$ cat src/design/tmr_pkg.sv
// Shared constants for the match and capture timer block.
package tmr_pkg;

  // ----------------------------------------------------------------
  // Sizes
  // ----------------------------------------------------------------
  localparam int unsigned NUM_UNITS = 6;           // Timer units per device.
  localparam int unsigned NCH       = 4;           // Match and capture channels.
  localparam int unsigned CLK_HZ    = 40_000_000;  // Bus clock rate.

  // ----------------------------------------------------------------
  // Register byte offsets
  // ----------------------------------------------------------------
  localparam logic [7:0] A_CTRL   = 8'h00;
  localparam logic [7:0] A_COUNT  = 8'h04;
  localparam logic [7:0] A_PLIM   = 8'h08;
  localparam logic [7:0] A_PCNT   = 8'h0c;
  localparam logic [7:0] A_MCTL   = 8'h10;
  localparam logic [7:0] A_CCTL   = 8'h14;
  localparam logic [7:0] A_EXT    = 8'h18;
  localparam logic [7:0] A_STAT   = 8'h1c;
  localparam logic [7:0] A_MASK   = 8'h20;
  localparam logic [7:0] A_MATCH0 = 8'h24;
  localparam logic [7:0] A_CAPT0  = 8'h34;
  localparam logic [7:0] A_STEP   = 8'h04;

  // ----------------------------------------------------------------
  // Field positions and widths
  // ----------------------------------------------------------------
  localparam int unsigned C_EN     = 0;  // Count enable.
  localparam int unsigned C_RST    = 1;  // Hold counters at zero.
  localparam int unsigned C_MODE   = 2;  // 0 timer, 1 counter.
  localparam int unsigned C_EDGE   = 3;  // Two bits, count_edge_e.
  localparam int unsigned CTRL_W   = 5;
  localparam int unsigned STRIDE   = 3;  // Bits per channel in MCTL and CCTL.
  localparam int unsigned MC_INT   = 0;
  localparam int unsigned MC_RST   = 1;
  localparam int unsigned MC_STOP  = 2;
  localparam int unsigned CC_RISE  = 0;
  localparam int unsigned CC_FALL  = 1;
  localparam int unsigned CC_INT   = 2;
  localparam int unsigned CFG_W    = 12;
  localparam int unsigned EXT_ACT  = 4;  // Action fields start here.
  localparam int unsigned ST_CAP   = 4;  // Capture flags start here.
  localparam int unsigned ST_W     = 8;
  localparam logic [31:0] ZERO32   = 32'h0000_0000;

  // ----------------------------------------------------------------
  // Encodings
  // ----------------------------------------------------------------
  typedef enum logic [1:0] {
    EDGE_OFF  = 2'b00,
    EDGE_RISE = 2'b01,
    EDGE_FALL = 2'b10,
    EDGE_BOTH = 2'b11
  } count_edge_e;

  typedef enum logic [1:0] {
    ACT_NONE = 2'b00,
    ACT_CLR  = 2'b01,
    ACT_SET  = 2'b10,
    ACT_TGL  = 2'b11
  } ext_act_e;

endpackage

$ cat src/design/edge_sync.sv
// Two-flop synchroniser with edge detection for pin inputs.
module edge_sync #(
  parameter int unsigned W = 1 // Number of pins.
)(
  input  wire logic         clk,   // Bus clock.
  input  wire logic         rst_b, // Asynchronous reset, active low.
  input  wire logic [W-1:0] pin,   // Asynchronous pin levels.
  output logic      [W-1:0] rise,  // One-cycle pulse on a rising edge.
  output logic      [W-1:0] fall   // One-cycle pulse on a falling edge.
);

  logic [W-1:0] s1_q;
  logic [W-1:0] s2_q;
  logic [W-1:0] s3_q;

  // A zero width would leave no pins to watch.
  if (W < 1) begin : g_bad_width
    $error("synchroniser width must be at least one");
  end

  // The first stage feeds only the second; edges come from later stages.
  always_ff @(posedge clk or negedge rst_b) begin
    if (!rst_b) begin
      s1_q <= '0;
      s2_q <= '0;
      s3_q <= '0;
    end else begin
      s1_q <= pin;
      s2_q <= s1_q;
      s3_q <= s2_q;
    end
  end

  // Edge pulses from the settled stages.
  assign rise = s2_q & ~s3_q;
  assign fall = ~s2_q & s3_q;

endmodule

$ cat src/design/prescale_div.sv
// Programmable prescaler that turns source ticks into count advances.
module prescale_div #(
  parameter int unsigned W = 32 // Prescaler width.
)(
  input  wire logic         clk,     // Bus clock.
  input  wire logic         rst_b,   // Asynchronous reset, active low.
  input  wire logic         tick,    // One source cycle.
  input  wire logic         clear,   // Hold the prescaler at zero.
  input  wire logic [W-1:0] limit,   // Terminal value.
  output logic              adv,     // Advance the main count this cycle.
  output logic      [W-1:0] count_q  // Present prescaler value.
);

  logic [W-1:0] count_d;

  // A zero-width prescaler could never reach its limit, so it is refused here.
  if (W < 1) begin : g_bad_width
    $error("prescaler width must be at least one");
  end

  // A limit of zero gives an advance on every tick.
  assign adv = tick & ~clear & (count_q == limit);

  // Wrap to zero at the limit, otherwise step on each tick.
  always_comb begin
    count_d = count_q;
    if (clear) begin
      count_d = '0;
    end else if (adv) begin
      count_d = '0;
    end else if (tick) begin
      count_d = count_q + W'(1);
    end
  end

  always_ff @(posedge clk or negedge rst_b) begin
    if (!rst_b) begin
      count_q <= '0;
    end else begin
      count_q <= count_d;
    end
  end

endmodule

$ cat src/design/timer_counter_match_capture.sv
// Timer unit with prescaler, four match channels and four capture channels.
//
// Added by the designer: the Wishbone interface to the registers and the placing of the registers.
module timer_counter_match_capture
  import tmr_pkg::*;
#(
  parameter int unsigned UNIT_ID = 0 // Position among the timer units.
)(
  input  wire logic        clk,                 // Bus clock, 40 MHz.
  input  wire logic        rst_b,               // Asynchronous reset, active low.
  input  wire logic        wb_cyc_i,            // Wishbone cycle.
  input  wire logic        wb_stb_i,            // Wishbone strobe.
  input  wire logic        wb_we_i,             // Wishbone write.
  input  wire logic [7:0]  wb_adr_i,            // Wishbone byte address.
  input  wire logic [3:0]  wb_sel_i,            // Wishbone byte lanes.
  input  wire logic [31:0] wb_dat_i,            // Wishbone write data.
  output logic      [31:0] wb_dat_o,            // Wishbone read data.
  output logic             wb_ack_o,            // Wishbone acknowledge.
  input  wire logic        count_input,         // External count source pin.
  input  wire logic        capture_input_zero,  // Capture pin 0.
  input  wire logic        capture_input_one,   // Capture pin 1.
  input  wire logic        capture_input_two,   // Capture pin 2.
  input  wire logic        capture_input_three, // Capture pin 3.
  output logic             match_output_zero,   // Match pin 0.
  output logic             match_output_one,    // Match pin 1.
  output logic             match_output_two,    // Match pin 2.
  output logic             match_output_three,  // Match pin 3.
  output logic             irq                  // Level interrupt.
);

  // ----------------------------------------------------------------
  // Elaboration checks
  // ----------------------------------------------------------------
  // Six units share one decode in the system; an index past them is refused.
  if (UNIT_ID >= NUM_UNITS) begin : g_bad_unit
    $error("UNIT_ID exceeds the number of timer units");
  end

  // ----------------------------------------------------------------
  // Helpers
  // ----------------------------------------------------------------
  // Merge write data into a register by byte lane.
  function automatic logic [31:0] lanes(input logic [31:0] old, input logic [31:0] nw,
                                        input logic [3:0] sel);
    logic [31:0] r;
    r = old;
    for (int b = 0; b < 4; b++) begin
      if (sel[b]) r[8*b +: 8] = nw[8*b +: 8];
    end
    return r;
  endfunction

  // Byte address of channel register ch in a bank starting at base.
  function automatic logic [7:0] chan_adr(input logic [7:0] base, input int unsigned ch);
    return base + 8'(A_STEP * ch);
  endfunction

  // ----------------------------------------------------------------
  // Pin synchronisers
  // ----------------------------------------------------------------
  logic [NCH-1:0] cap_rise;
  logic [NCH-1:0] cap_fall;
  logic           cnt_rise;
  logic           cnt_fall;

  edge_sync #(.W(NCH)) u_cap_sync (
    .clk   (clk),
    .rst_b (rst_b),
    .pin   ({capture_input_three, capture_input_two, capture_input_one, capture_input_zero}),
    .rise  (cap_rise),
    .fall  (cap_fall)
  );

  edge_sync #(.W(1)) u_cnt_sync (
    .clk   (clk),
    .rst_b (rst_b),
    .pin   (count_input),
    .rise  (cnt_rise),
    .fall  (cnt_fall)
  );

  // ----------------------------------------------------------------
  // Registers
  // ----------------------------------------------------------------
  logic [CTRL_W-1:0] ctrl_q,  ctrl_d;
  logic [31:0]       tc_q,    tc_d;
  logic [31:0]       plim_q,  plim_d;
  logic [CFG_W-1:0]  mctl_q,  mctl_d;
  logic [CFG_W-1:0]  cctl_q,  cctl_d;
  logic [CFG_W-1:0]  ext_q,   ext_d;
  logic [ST_W-1:0]   stat_q,  stat_d;
  logic [ST_W-1:0]   mask_q,  mask_d;
  logic [31:0]       mr_q   [NCH];
  logic [31:0]       mr_d   [NCH];
  logic [31:0]       cap_q  [NCH];
  logic [31:0]       cap_d  [NCH];
  logic              irq_d;
  logic              ack_q,   ack_d;
  logic [31:0]       dat_q,   dat_d;
  logic [31:0]       pcnt;
  logic              adv;
  logic              src_tick;
  logic [NCH-1:0]    mhit;
  logic [NCH-1:0]    cev;
  logic [NCH-1:0]    hit_rst;
  logic [NCH-1:0]    hit_stop;
  logic              wr;
  logic              rd;
  logic [7:0]        word;

  // Bus access is committed at the edge where the master sees ack high.
  assign word = {wb_adr_i[7:2], 2'b00};
  assign wr   = wb_cyc_i & wb_stb_i & ack_q & wb_we_i;
  assign rd   = wb_cyc_i & wb_stb_i & ack_q & ~wb_we_i;

  // Timer mode ticks every clock; counter mode ticks on the chosen pin edge.
  always_comb begin
    src_tick = 1'b1;
    if (ctrl_q[C_MODE]) begin
      unique case (count_edge_e'(ctrl_q[C_EDGE +: 2]))
        EDGE_RISE: src_tick = cnt_rise;
        EDGE_FALL: src_tick = cnt_fall;
        EDGE_BOTH: src_tick = cnt_rise | cnt_fall;
        EDGE_OFF:  src_tick = 1'b0;
      endcase
    end
  end

  prescale_div #(.W(32)) u_pre (
    .clk     (clk),
    .rst_b   (rst_b),
    .tick    (src_tick & ctrl_q[C_EN]),
    .clear   (ctrl_q[C_RST]),
    .limit   (plim_q),
    .adv     (adv),
    .count_q (pcnt)
  );

  // Match and capture events.
  always_comb begin
    for (int i = 0; i < NCH; i++) begin
      mhit[i] = adv & (tc_q == mr_q[i]);
      hit_rst[i]  = mhit[i] & mctl_q[STRIDE*i + MC_RST];
      hit_stop[i] = mhit[i] & mctl_q[STRIDE*i + MC_STOP];
      cev[i]  = (cctl_q[STRIDE*i + CC_RISE] & cap_rise[i]) |
                (cctl_q[STRIDE*i + CC_FALL] & cap_fall[i]);
    end
  end

  // ----------------------------------------------------------------
  // Timer core next state
  // ----------------------------------------------------------------
  // Count and output events go first and software writes override them; flag sets
  // come last, so a flag set in the same cycle as its clear survives.
  always_comb begin
    ctrl_d = ctrl_q;
    tc_d   = tc_q;
    plim_d = plim_q;
    mctl_d = mctl_q;
    cctl_d = cctl_q;
    ext_d  = ext_q;
    stat_d = stat_q;
    mask_d = mask_q;
    mr_d   = mr_q;
    cap_d  = cap_q;
    if (adv) begin
      tc_d = tc_q + 32'h0000_0001;
    end
    for (int i = 0; i < NCH; i++) begin
      if (hit_rst[i]) begin
        tc_d = ZERO32;
      end
      if (hit_stop[i]) begin
        tc_d            = tc_q;
        ctrl_d[C_EN]    = 1'b0;
      end
      if (mhit[i]) begin
        unique case (ext_act_e'(ext_q[EXT_ACT + 2*i +: 2]))
          ACT_NONE: ext_d[i] = ext_q[i];
          ACT_CLR:  ext_d[i] = 1'b0;
          ACT_SET:  ext_d[i] = 1'b1;
          ACT_TGL:  ext_d[i] = ~ext_q[i];
        endcase
      end
      if (cev[i]) begin
        cap_d[i] = tc_q;
      end
    end
    if (ctrl_q[C_RST]) begin
      tc_d = ZERO32;
    end
    // A read clears only the flags it returned, so a flag set after the snapshot survives.
    if (rd && word == A_STAT) begin
      stat_d = stat_q & ~dat_q[ST_W-1:0];
    end
    if (wr) begin
      if (word == A_CTRL)  ctrl_d = CTRL_W'(lanes(32'(ctrl_q), wb_dat_i, wb_sel_i));
      if (word == A_COUNT) tc_d   = lanes(tc_q, wb_dat_i, wb_sel_i);
      if (word == A_PLIM)  plim_d = lanes(plim_q, wb_dat_i, wb_sel_i);
      if (word == A_MCTL)  mctl_d = CFG_W'(lanes(32'(mctl_q), wb_dat_i, wb_sel_i));
      if (word == A_CCTL)  cctl_d = CFG_W'(lanes(32'(cctl_q), wb_dat_i, wb_sel_i));
      if (word == A_EXT)   ext_d  = CFG_W'(lanes(32'(ext_q), wb_dat_i, wb_sel_i));
      if (word == A_MASK)  mask_d = ST_W'(lanes(32'(mask_q), wb_dat_i, wb_sel_i));
      if (word == A_STAT && wb_sel_i[0]) stat_d = stat_q & ~wb_dat_i[ST_W-1:0];
      for (int i = 0; i < NCH; i++) begin
        if (word == chan_adr(A_MATCH0, i)) mr_d[i] = lanes(mr_q[i], wb_dat_i, wb_sel_i);
      end
    end
    for (int i = 0; i < NCH; i++) begin
      if (mhit[i] && mctl_q[STRIDE*i + MC_INT]) stat_d[i] = 1'b1;
      if (cev[i] && cctl_q[STRIDE*i + CC_INT]) stat_d[ST_CAP + i] = 1'b1;
    end
    irq_d = |(stat_d & mask_d);
  end

  always_ff @(posedge clk or negedge rst_b) begin
    if (!rst_b) begin
      ctrl_q <= '0;
      tc_q   <= ZERO32;
      plim_q <= ZERO32;
      mctl_q <= '0;
      cctl_q <= '0;
      ext_q  <= '0;
      stat_q <= '0;
      mask_q <= '0;
      irq    <= 1'b0;
      for (int i = 0; i < NCH; i++) begin
        mr_q[i]  <= ZERO32;
        cap_q[i] <= ZERO32;
      end
    end else begin
      ctrl_q <= ctrl_d;
      tc_q   <= tc_d;
      plim_q <= plim_d;
      mctl_q <= mctl_d;
      cctl_q <= cctl_d;
      ext_q  <= ext_d;
      stat_q <= stat_d;
      mask_q <= mask_d;
      irq    <= irq_d;
      mr_q   <= mr_d;
      cap_q  <= cap_d;
    end
  end

  // Match pins come straight from the output state flops.
  assign match_output_zero  = ext_q[0];
  assign match_output_one   = ext_q[1];
  assign match_output_two   = ext_q[2];
  assign match_output_three = ext_q[3];

  // ----------------------------------------------------------------
  // Wishbone slave
  // ----------------------------------------------------------------
  // One wait state; unmapped words answer with zero so the bus never hangs.
  always_comb begin
    ack_d = wb_cyc_i & wb_stb_i & ~ack_q;
    dat_d = ZERO32;
    unique case (word)
      A_CTRL:  dat_d = 32'(ctrl_q);
      A_COUNT: dat_d = tc_q;
      A_PLIM:  dat_d = plim_q;
      A_PCNT:  dat_d = pcnt;
      A_MCTL:  dat_d = 32'(mctl_q);
      A_CCTL:  dat_d = 32'(cctl_q);
      A_EXT:   dat_d = 32'(ext_q);
      A_STAT:  dat_d = 32'(stat_q);
      A_MASK:  dat_d = 32'(mask_q);
      default: dat_d = ZERO32;
    endcase
    for (int i = 0; i < NCH; i++) begin
      if (word == chan_adr(A_MATCH0, i)) dat_d = mr_q[i];
      if (word == chan_adr(A_CAPT0, i))  dat_d = cap_q[i];
    end
  end

  always_ff @(posedge clk or negedge rst_b) begin
    if (!rst_b) begin
      ack_q <= 1'b0;
      dat_q <= ZERO32;
    end else begin
      ack_q <= ack_d;
      dat_q <= dat_d;
    end
  end

  assign wb_ack_o = ack_q;
  assign wb_dat_o = dat_q;
endmodule

$ cat config.mk
export PLATFORM = sky130hd
export DESIGN_NAME = timer_counter_match_capture
export DESIGN_NICKNAME = d
export VERILOG_FILES = /design/src/design/tmr_pkg.sv /design/src/design/edge_sync.sv /design/src/design/prescale_div.sv /design/src/design/timer_counter_match_capture.sv
export SDC_FILE = /design/constraint.sdc
export NUM_CORES = 1
export LEC_CHECK = 0
export BUFFER_PORTS_ARGS = -buffer_cell sky130_fd_sc_hd__buf_2
export CORE_UTILIZATION = 45
export CTS_BUF_LIST = sky130_fd_sc_hd__clkbuf_16
export DETAILED_ROUTE_END_ITERATION = 12
export PLACE_DENSITY = 0.61
export SETUP_SLACK_MARGIN = 0.4
export SYNTH_ARGS = -nofsm -noshare
export SYNTH_HDL_FRONTEND = slang
export SYNTH_SLANG_ARGS = --single-unit
export TNS_END_PERCENT = 30
$ cat constraint.sdc
create_clock -name clk -period 5.8 [get_ports clk]
set_input_delay 1.16 -clock clk [delete_from_list [all_inputs] [get_ports clk]]
set_output_delay 1.16 -clock clk [all_outputs]
set_load 0.005 [all_outputs]
Word-level counts from Yosys, hierarchy flattened:

Index checks and enable logic that the tools add are counted.

* flip-flop bits (word level): 458
* input bits: 54
* output and inout port bits: 38
* logic and storage cells: 253

* $add $sub $neg: 2
* eq/ne operators: 42
* muxes and demuxes: 62
* bitwise logic cells: 53
* reduce and logical (&&, ||, !) cells: 45

Operators with widths (count)
* $mux 32: 23
* $pmux 32 s9: 1
* $eq 32x32->1: 5
* $reduce_and 3->1: 27
* $mux 8: 10
* $add 32x1->32 const B: 2
* $eq 6x4->1 const B: 8
* $and 1x1->1: 30
* $and 8x8->8: 3
* $eq 6x3->1 const B: 4
* $eq 2x2->1 const B: 10
* $mux 1: 20
* $pmux 1 s4: 5
* $ne 3x3->1 const B: 6
* $not 8->8: 2
* $eq 6x2->1 const B: 2
* $mux 4: 3
* $eq 2x1->1 const B: 5
* $logic_and 1x1->1: 10
* $logic_not 2->1: 5
* $not 1->1: 9
* $and 4x4->4: 2
* $logic_not 8->1: 1
* $not 4->4: 2
* 5 further kinds: 9

Longest topological paths before layout:

* depth after elaboration: 21
* depth in mapped cells: 14
* mapped depth without buffers: 11

By module:

A second synthesis with hierarchy kept.

* cell total of the unflattened synthesis: 2444
* area total of the unflattened synthesis: 23794.1 um2

By module, submodules not included
* timer_counter_match_capture: times used 1, cells an instance 2160, area each 21134.0 um2, seq. area each 10284.9 um2
* prescale_div: times used 1, cells an instance 259, area each 2199.6 um2, seq. area each 800.8 um2
* edge_sync (u_cap_sync): times used 1, cells an instance 20, area each 370.4 um2, seq. area each 300.3 um2
* edge_sync (u_cnt_sync): times used 1, cells an instance 5, area each 90.1 um2, seq. area each 75.1 um2

Worst setup path before layout:

Ideal clock, no wire load.

* path type: input to register
* from: in wb_adr_i[7]
* to: reg irq
* library setup time: 0.118 ns
* data arrival time: 3.109 ns
* required time: 5.682 ns
* setup slack: 2.573 ns
* stages on the path: 8
* path buffers: 0
* cells stage by stage: nor2_1 > nand3b_1 > nor3_1 > nand2_1 > mux2_2 > a22oi_1 > nand4_1 > a21o_1

* elaborated cells between the ends (all ways): 19
* classes of those cells: 2 x eq/ne; 13 x mux; 1 x bitwise; 3 x reduce/logical

RTL lines
* start: declaration: RTL line timer_counter_match_capture.sv:14 `input wire logic [7:0] wb_adr_i,`
* $eq 6x4->1: RTL line timer_counter_match_capture.sv:203 `if (word == A_MASK) mask_d = ST_W'(lanes(32'(mask_q), wb_dat_i, wb_sel_i));`
* $mux 8: RTL line timer_counter_match_capture.sv:203
* $mux 8: RTL line timer_counter_match_capture.sv:196 `if (wr) begin`
* via mask_d[5]: RTL line timer_counter_match_capture.sv:92 `logic [ST_W-1:0] mask_q, mask_d;`
* $and 8x8->8: RTL line timer_counter_match_capture.sv:213 `irq_d = |(stat_d & mask_d);`
* $reduce_or 8->1: RTL line timer_counter_match_capture.sv:213
* via irq_d: RTL line timer_counter_match_capture.sv:97 `logic irq_d;`
* end signal: assignment: RTL line timer_counter_match_capture.sv:240 `irq <= irq_d;`
* end: declaration: RTL line timer_counter_match_capture.sv:28 `output logic irq`

The timed path passes the listed nets, and every way through them passes these cells.
A chain may end at the register's enable or synchronous reset.

Worst setup path after layout:

* from: reg u_pre.count_q[0]
* to: reg tc_q[9]

* longest elaborated chain between the ends: 15
* elaborated cells between the ends (all ways): 26
* classes of those cells: 1 x eq/ne; 12 x mux; 13 x bitwise

RTL lines
* start: declaration: RTL line prescale_div.sv:11 `output logic [W-1:0] count_q`
* start signal: assignment: RTL line prescale_div.sv:40 `count_q <= count_d;`
* $eq 32x32->1 (*): RTL line prescale_div.sv:22 `assign adv = tick & ~clear & (count_q == limit);`
* $and 1x1->1 (*): RTL line prescale_div.sv:22
* $and 1x1->1: RTL line timer_counter_match_capture.sv:142 `mhit[i] = adv & (tc_q == mr_q[i]);`
* $and 1x1->1: RTL line timer_counter_match_capture.sv:143 `hit_rst[i] = mhit[i] & mctl_q[STRIDE*i + MC_RST];`
* $mux 32: RTL line timer_counter_match_capture.sv:170 `if (hit_rst[i]) begin`
* $mux 32: RTL line timer_counter_match_capture.sv:173 `if (hit_stop[i]) begin`
* $mux 32: RTL line timer_counter_match_capture.sv:170
* $mux 32: RTL line timer_counter_match_capture.sv:173
* $mux 32: RTL line timer_counter_match_capture.sv:170
* $mux 32: RTL line timer_counter_match_capture.sv:173
* $mux 32: RTL line timer_counter_match_capture.sv:170
* $mux 32 (*): RTL line timer_counter_match_capture.sv:173
* $mux 32 (*): RTL line timer_counter_match_capture.sv:189 `if (ctrl_q[C_RST]) begin`
* $mux 32: RTL line timer_counter_match_capture.sv:198 `if (word == A_COUNT) tc_d = lanes(tc_q, wb_dat_i, wb_sel_i);`
* $mux 32 (*): RTL line timer_counter_match_capture.sv:196
* end signal: assignment: RTL line timer_counter_match_capture.sv:233 `tc_q <= tc_d;`
* end: declaration: RTL line timer_counter_match_capture.sv:86 `logic [31:0] tc_q, tc_d;`

Every way passes the cells marked *; elsewhere a longest branch is shown, timed or not.

==> flow_results.org <==
** Status
- Run status :: complete, no violations

** Setup path
- Traced cell by cell, the critical path runs through xor2_1 -> nor4_1 -> nand4_1 -> or4_1 -> a21oi_4 -> a211o_2 -> a41oi_1 -> o21ai_0 -> o211ai_1.
- Sort of element at the end of the critical path :: flip-flop
- The worst setup path is of the reg -> reg kind.
- Critical path arrival :: 4630 ps
- R2r setup slk :: 1610 ps
- Worst path max stage delay :: 720 ps
- Worst setup SP type :: flip-flop
- Data required, critical path :: 6250 ps
- Critical Path Slowest Stage Cell :: sky130_fd_sc_hd__a211o_2
- Crit path max fanout :: 40
- The critical path contains buffers and inverters numbering 0 combined.
- Family with the most delay on the worst path :: simple AND/OR/NAND/NOR gates

** Die
- Die Footprint :: 0.05220 mm2
- During I/O placement, the number of pins put on the boundary was 92.
- Starting density of the core :: 45.82%
- The floorplan step set the die width to 228.5 um.
- The core region is 0.05038 mm2.
- The floorplan has 82 rows.
- In this run the vertical extent of the chip is 228.5 um.

** Clocking
- Number of levels in the clock H-tree :: 2
- CTS hold repair buffers :: 0
- Post-CTS setup buffers :: 0
- The number of clock buffers added by TritonCTS is 52.
- CTS tree :: built
- CTS Sinks :: 458
- At the later pin of the worst-skew pair, clock insertion delay measures 610 ps.
- Maximum clock path buffer count :: 3
- After clock tree synthesis, the repair step resized 0 gates.
- Clock tree root driver cell :: sky130_fd_sc_hd__clkbuf_16
- Clock-pin slew on the worst setup and hold paths :: 60 ps

** Power
- Total leakage power :: 12.20 nW
- Power spread over the standard cell area amounts to 273.9 mW/mm2.
- Sequential cells account for 48.3% of the total power.
- Post-layout power :: 0.007073 W
- Per report_power, the clock group accounts for 44.3% of the total.
- Net switching is 25.97% of the power.
- Max rail drop VDD :: 200.1 uV
- Net switching power figure :: 0.001837 W
- The share of total power dissipated in combinational logic is 7.4%.
- Cell internal power dissipation :: 0.005236 W

** Global route
- Remaining Overflow, GRT :: 0
- The first global-routing pass estimated 119,800 um of wire.
- Entering global routing, the biggest net connects 111 pins.
- The number of global-route vias before repair was 17,720.
- Global routing consumed, over all layers together, 30.86% of the routing resources.
- Number of antenna violations at the first check in global routing :: 3

** Hold path
- The path class of the tightest hold or removal check is reg -> reg.

** Timing
- The max-slew violation total from the final report came to 0.
- Summed over all failing endpoints, the final setup total negative slack is 0 ps.
- Of the available clock period, the critical path in the final layout requires 72.20%.
- Minimum clock period :: 4188 ps
- Clock skew on the completed layout was measured at 24.19 ps.
- Once routing completed, OpenROAD measured the worst setup slack at 1612 ps.
- For this run, the top clock speed supported by timing is 238.8 MHz.
- Final hold violation count :: 0
- For the pin with the worst max-slew slack, the measured transition is 1164 ps.
- Total setup violations reported at the end of the flow :: 0
- Measured against its own limit, the worst slew margin works out to 21.77%.
- Setup repair after global routing missed its margin :: false

** Placement
- In this run the tool buffered the top-level ports with 89 buffer cells.
- Timing analysis after detailed placement gives a worst setup slack of 1575 ps.
- Routability-driven placement congestion ratio :: 0.9769
- DPL Wire Length :: 56,490 um
- In this run, placement finished with an instance count of 2,763.

** Finish
- At the end of the flow the core is filled with cells to 51.26%.
- Total of fill cells in the finished design :: 4,509
- The final layout contains 2,203 nets.
- Of the cells placed in the final design, the portion with a size suffix greater than 1 is 25.86%.
- Compared with the post-synthesis result, the final layout area differs by 11.87%.
- Finished Layout Cells :: 2,858

** Drt
- The final layout contains routed wiring with a total length of 80,490 um.
- First-pass DRT Iterations :: 6
- Via count :: 18,130
- The first routing iteration left 2,372 violations.
- Once detail routing completed, the nets flagged for antenna violations numbered 0.
- Number of remaining DRC errors :: 0
- Routed length per placed instance :: 28.16 um
- Dividing the detail-routed via count by the number of cells gives 6.343.

** Logic synthesis
- Fraction of synthesis flops using an asynchronous set or reset pin :: 100.0%
- Number of enable flip-flop cells after synthesis :: 0
- The number of different library cells used by synthesis comes to 75.
- Fraction of post-synthesis cell area in the top cell type by area :: 49.65%
- Number of synthesized register bits :: 458
- Among all cell types in the netlist, the one instantiated most often is sky130_fd_sc_hd__dfrtp_1.
- Synth cell count leaders :: sky130_fd_sc_hd__dfrtp_1, sky130_fd_sc_hd__mux2_2, sky130_fd_sc_hd__nand2_1
- sky130_fd_sc_hd__dfrtp_1 takes more of the synthesized area than any other cell.
- Synthesis produced a netlist with a net count of 2,165.
- Yosys warnings :: 0
- Synth area leaders :: sky130_fd_sc_hd__dfrtp_1, sky130_fd_sc_hd__mux2_2, sky130_fd_sc_hd__nand2_1, sky130_fd_sc_hd__xor2_1, sky130_fd_sc_hd__o21ai_0
- The synthesized netlist occupies a cell area of 0.02308 mm2.
- A synthesized cell averages 10.95 um2.
- For this run, the leading register cell type out of synthesis is sky130_fd_sc_hd__dfrtp_1.
- Of the synthesized area, sequential elements account for 49.65%.
- Synthesis produced 2,107 cells.

** Job
- Max-cap check violation count :: 0
routing by layer:
metal / up-vias / global-route usage, % / share of wire (%)
met3: 176 / 5.938 / 8.2
met4: 4 / 13.36 / 4.4
met1: 9305 / 42.25 / 42
li1: 7813 / - / -
met2: 829 / 47.71 / 46
met5: - / 0 / 0.037
worst reg2reg max path, cell delays in order (launching register included):
cell	delay, ps
sky130_fd_sc_hd__dfrtp_1	480
sky130_fd_sc_hd__xor2_1	240
sky130_fd_sc_hd__nor4_1	700
sky130_fd_sc_hd__nand4_1	290
sky130_fd_sc_hd__or4_1	710
sky130_fd_sc_hd__a21oi_4	330
sky130_fd_sc_hd__a211o_2	720
sky130_fd_sc_hd__a41oi_1	170
sky130_fd_sc_hd__o21ai_0	270
sky130_fd_sc_hd__o211ai_1	110
logic make-up (layout without fill, tap and decap cells):
| group | after synthesis | after routing | synth area share (%) |
|---|---|---|---|
| other cells | 0 | 1 | 0 |
| xor+xnor | 162 | 162 | 6.180 |
| simple gates | 562 | 562 | 11.88 |
| fa+ha+maj | 4 | 4 | 0.2168 |
| compound gates | 408 | 408 | 12.14 |
| flops | 458 | 458 | 49.65 |
| mux | 338 | 338 | 16.83 |
| buf+inv | 175 | 253 | 3.111 |
final cells by class:
class,count,area [um2],share of cell area (%)
diodes,1,2.502,0.009691
clock buffers,53,1326,5.136
clock inverters,41,257.7,0.9982
inverters,20,75.07,0.2907
multi-input cells,1474,10990,42.56
flip-flops and latches,458,11460,44.39
well taps,672,840.8,3.256
repair buffers,139,868.3,3.363
power by group through the flow:
stage	clock network (W)	registers, W	logic, W
after floorplan	0	0.00338	0.000314
after global placement	0	0.00347	0.000514
after detailed placement	0	0.00347	0.000517
after CTS	0.00317	0.00341	0.000520
after global routing	0.00329	0.00343	0.000556
final	0.00313	0.00342	0.000523
through the flow:
stage                     instance area, um2  hold WS (ps)
after global routing                   25820         345.7
after detailed placement               24230         335.5
after floorplan                        23080         331.2
final                                  25820         346.1
after CTS                              25820         348.2
after global placement                 24230         339.1
worst paths after layout:
path / start / endpoint / depth (start not counted)
min: u_cap_sync.s1_q[1] / u_cap_sync.s2_q[1] / 0
max in group asynchronous: rst_b / wb_dat_o[18] / 2
max: u_pre.count_q[0] / tc_q[9] / 9
min in group asynchronous: rst_b / u_pre.count_q[25] / 1
max reg2reg: u_pre.count_q[0] / tc_q[9] / 9
min reg2reg: u_cap_sync.s1_q[1] / u_cap_sync.s2_q[1] / 0
state kept, by name, summed over array words and instances, names as in the netlist, 4 cells and up:
register and count:
stat_q 8, mr_q 128, cap_q 128, u_pre.count_q 32, u_cap_sync.s3_q 4, u_cap_sync.s1_q 4, wb_dat_o 32, plim_q 32
mctl_q 12, ext_q 12, ctrl_q 5, tc_q 32, u_cap_sync.s2_q 4, cctl_q 12, mask_q 8
cells in the final DEF, fill, tap and decap left out, types with 15 or more instances in the layout:
cell type / n
sky130_fd_sc_hd__dfrtp_1: 458
sky130_fd_sc_hd__mux2_2: 320
sky130_fd_sc_hd__nand2_1: 237
sky130_fd_sc_hd__o21ai_0: 128
sky130_fd_sc_hd__xor2_1: 96
sky130_fd_sc_hd__buf_2: 88
sky130_fd_sc_hd__nand3_1: 80
sky130_fd_sc_hd__a22oi_1: 69
sky130_fd_sc_hd__xnor2_1: 65
sky130_fd_sc_hd__nand4_1: 58
sky130_fd_sc_hd__clkbuf_16: 53
sky130_fd_sc_hd__nor2_1: 50
sky130_fd_sc_hd__buf_4: 47
sky130_fd_sc_hd__a21oi_1: 35
sky130_fd_sc_hd__inv_1: 34
sky130_fd_sc_hd__nor4_1: 32
sky130_fd_sc_hd__a221oi_1: 28
sky130_fd_sc_hd__a31oi_1: 21
sky130_fd_sc_hd__and3_1: 17
sky130_fd_sc_hd__o31ai_1: 17
sky130_fd_sc_hd__a222oi_1: 15
(Power assumes the default switching activity.)
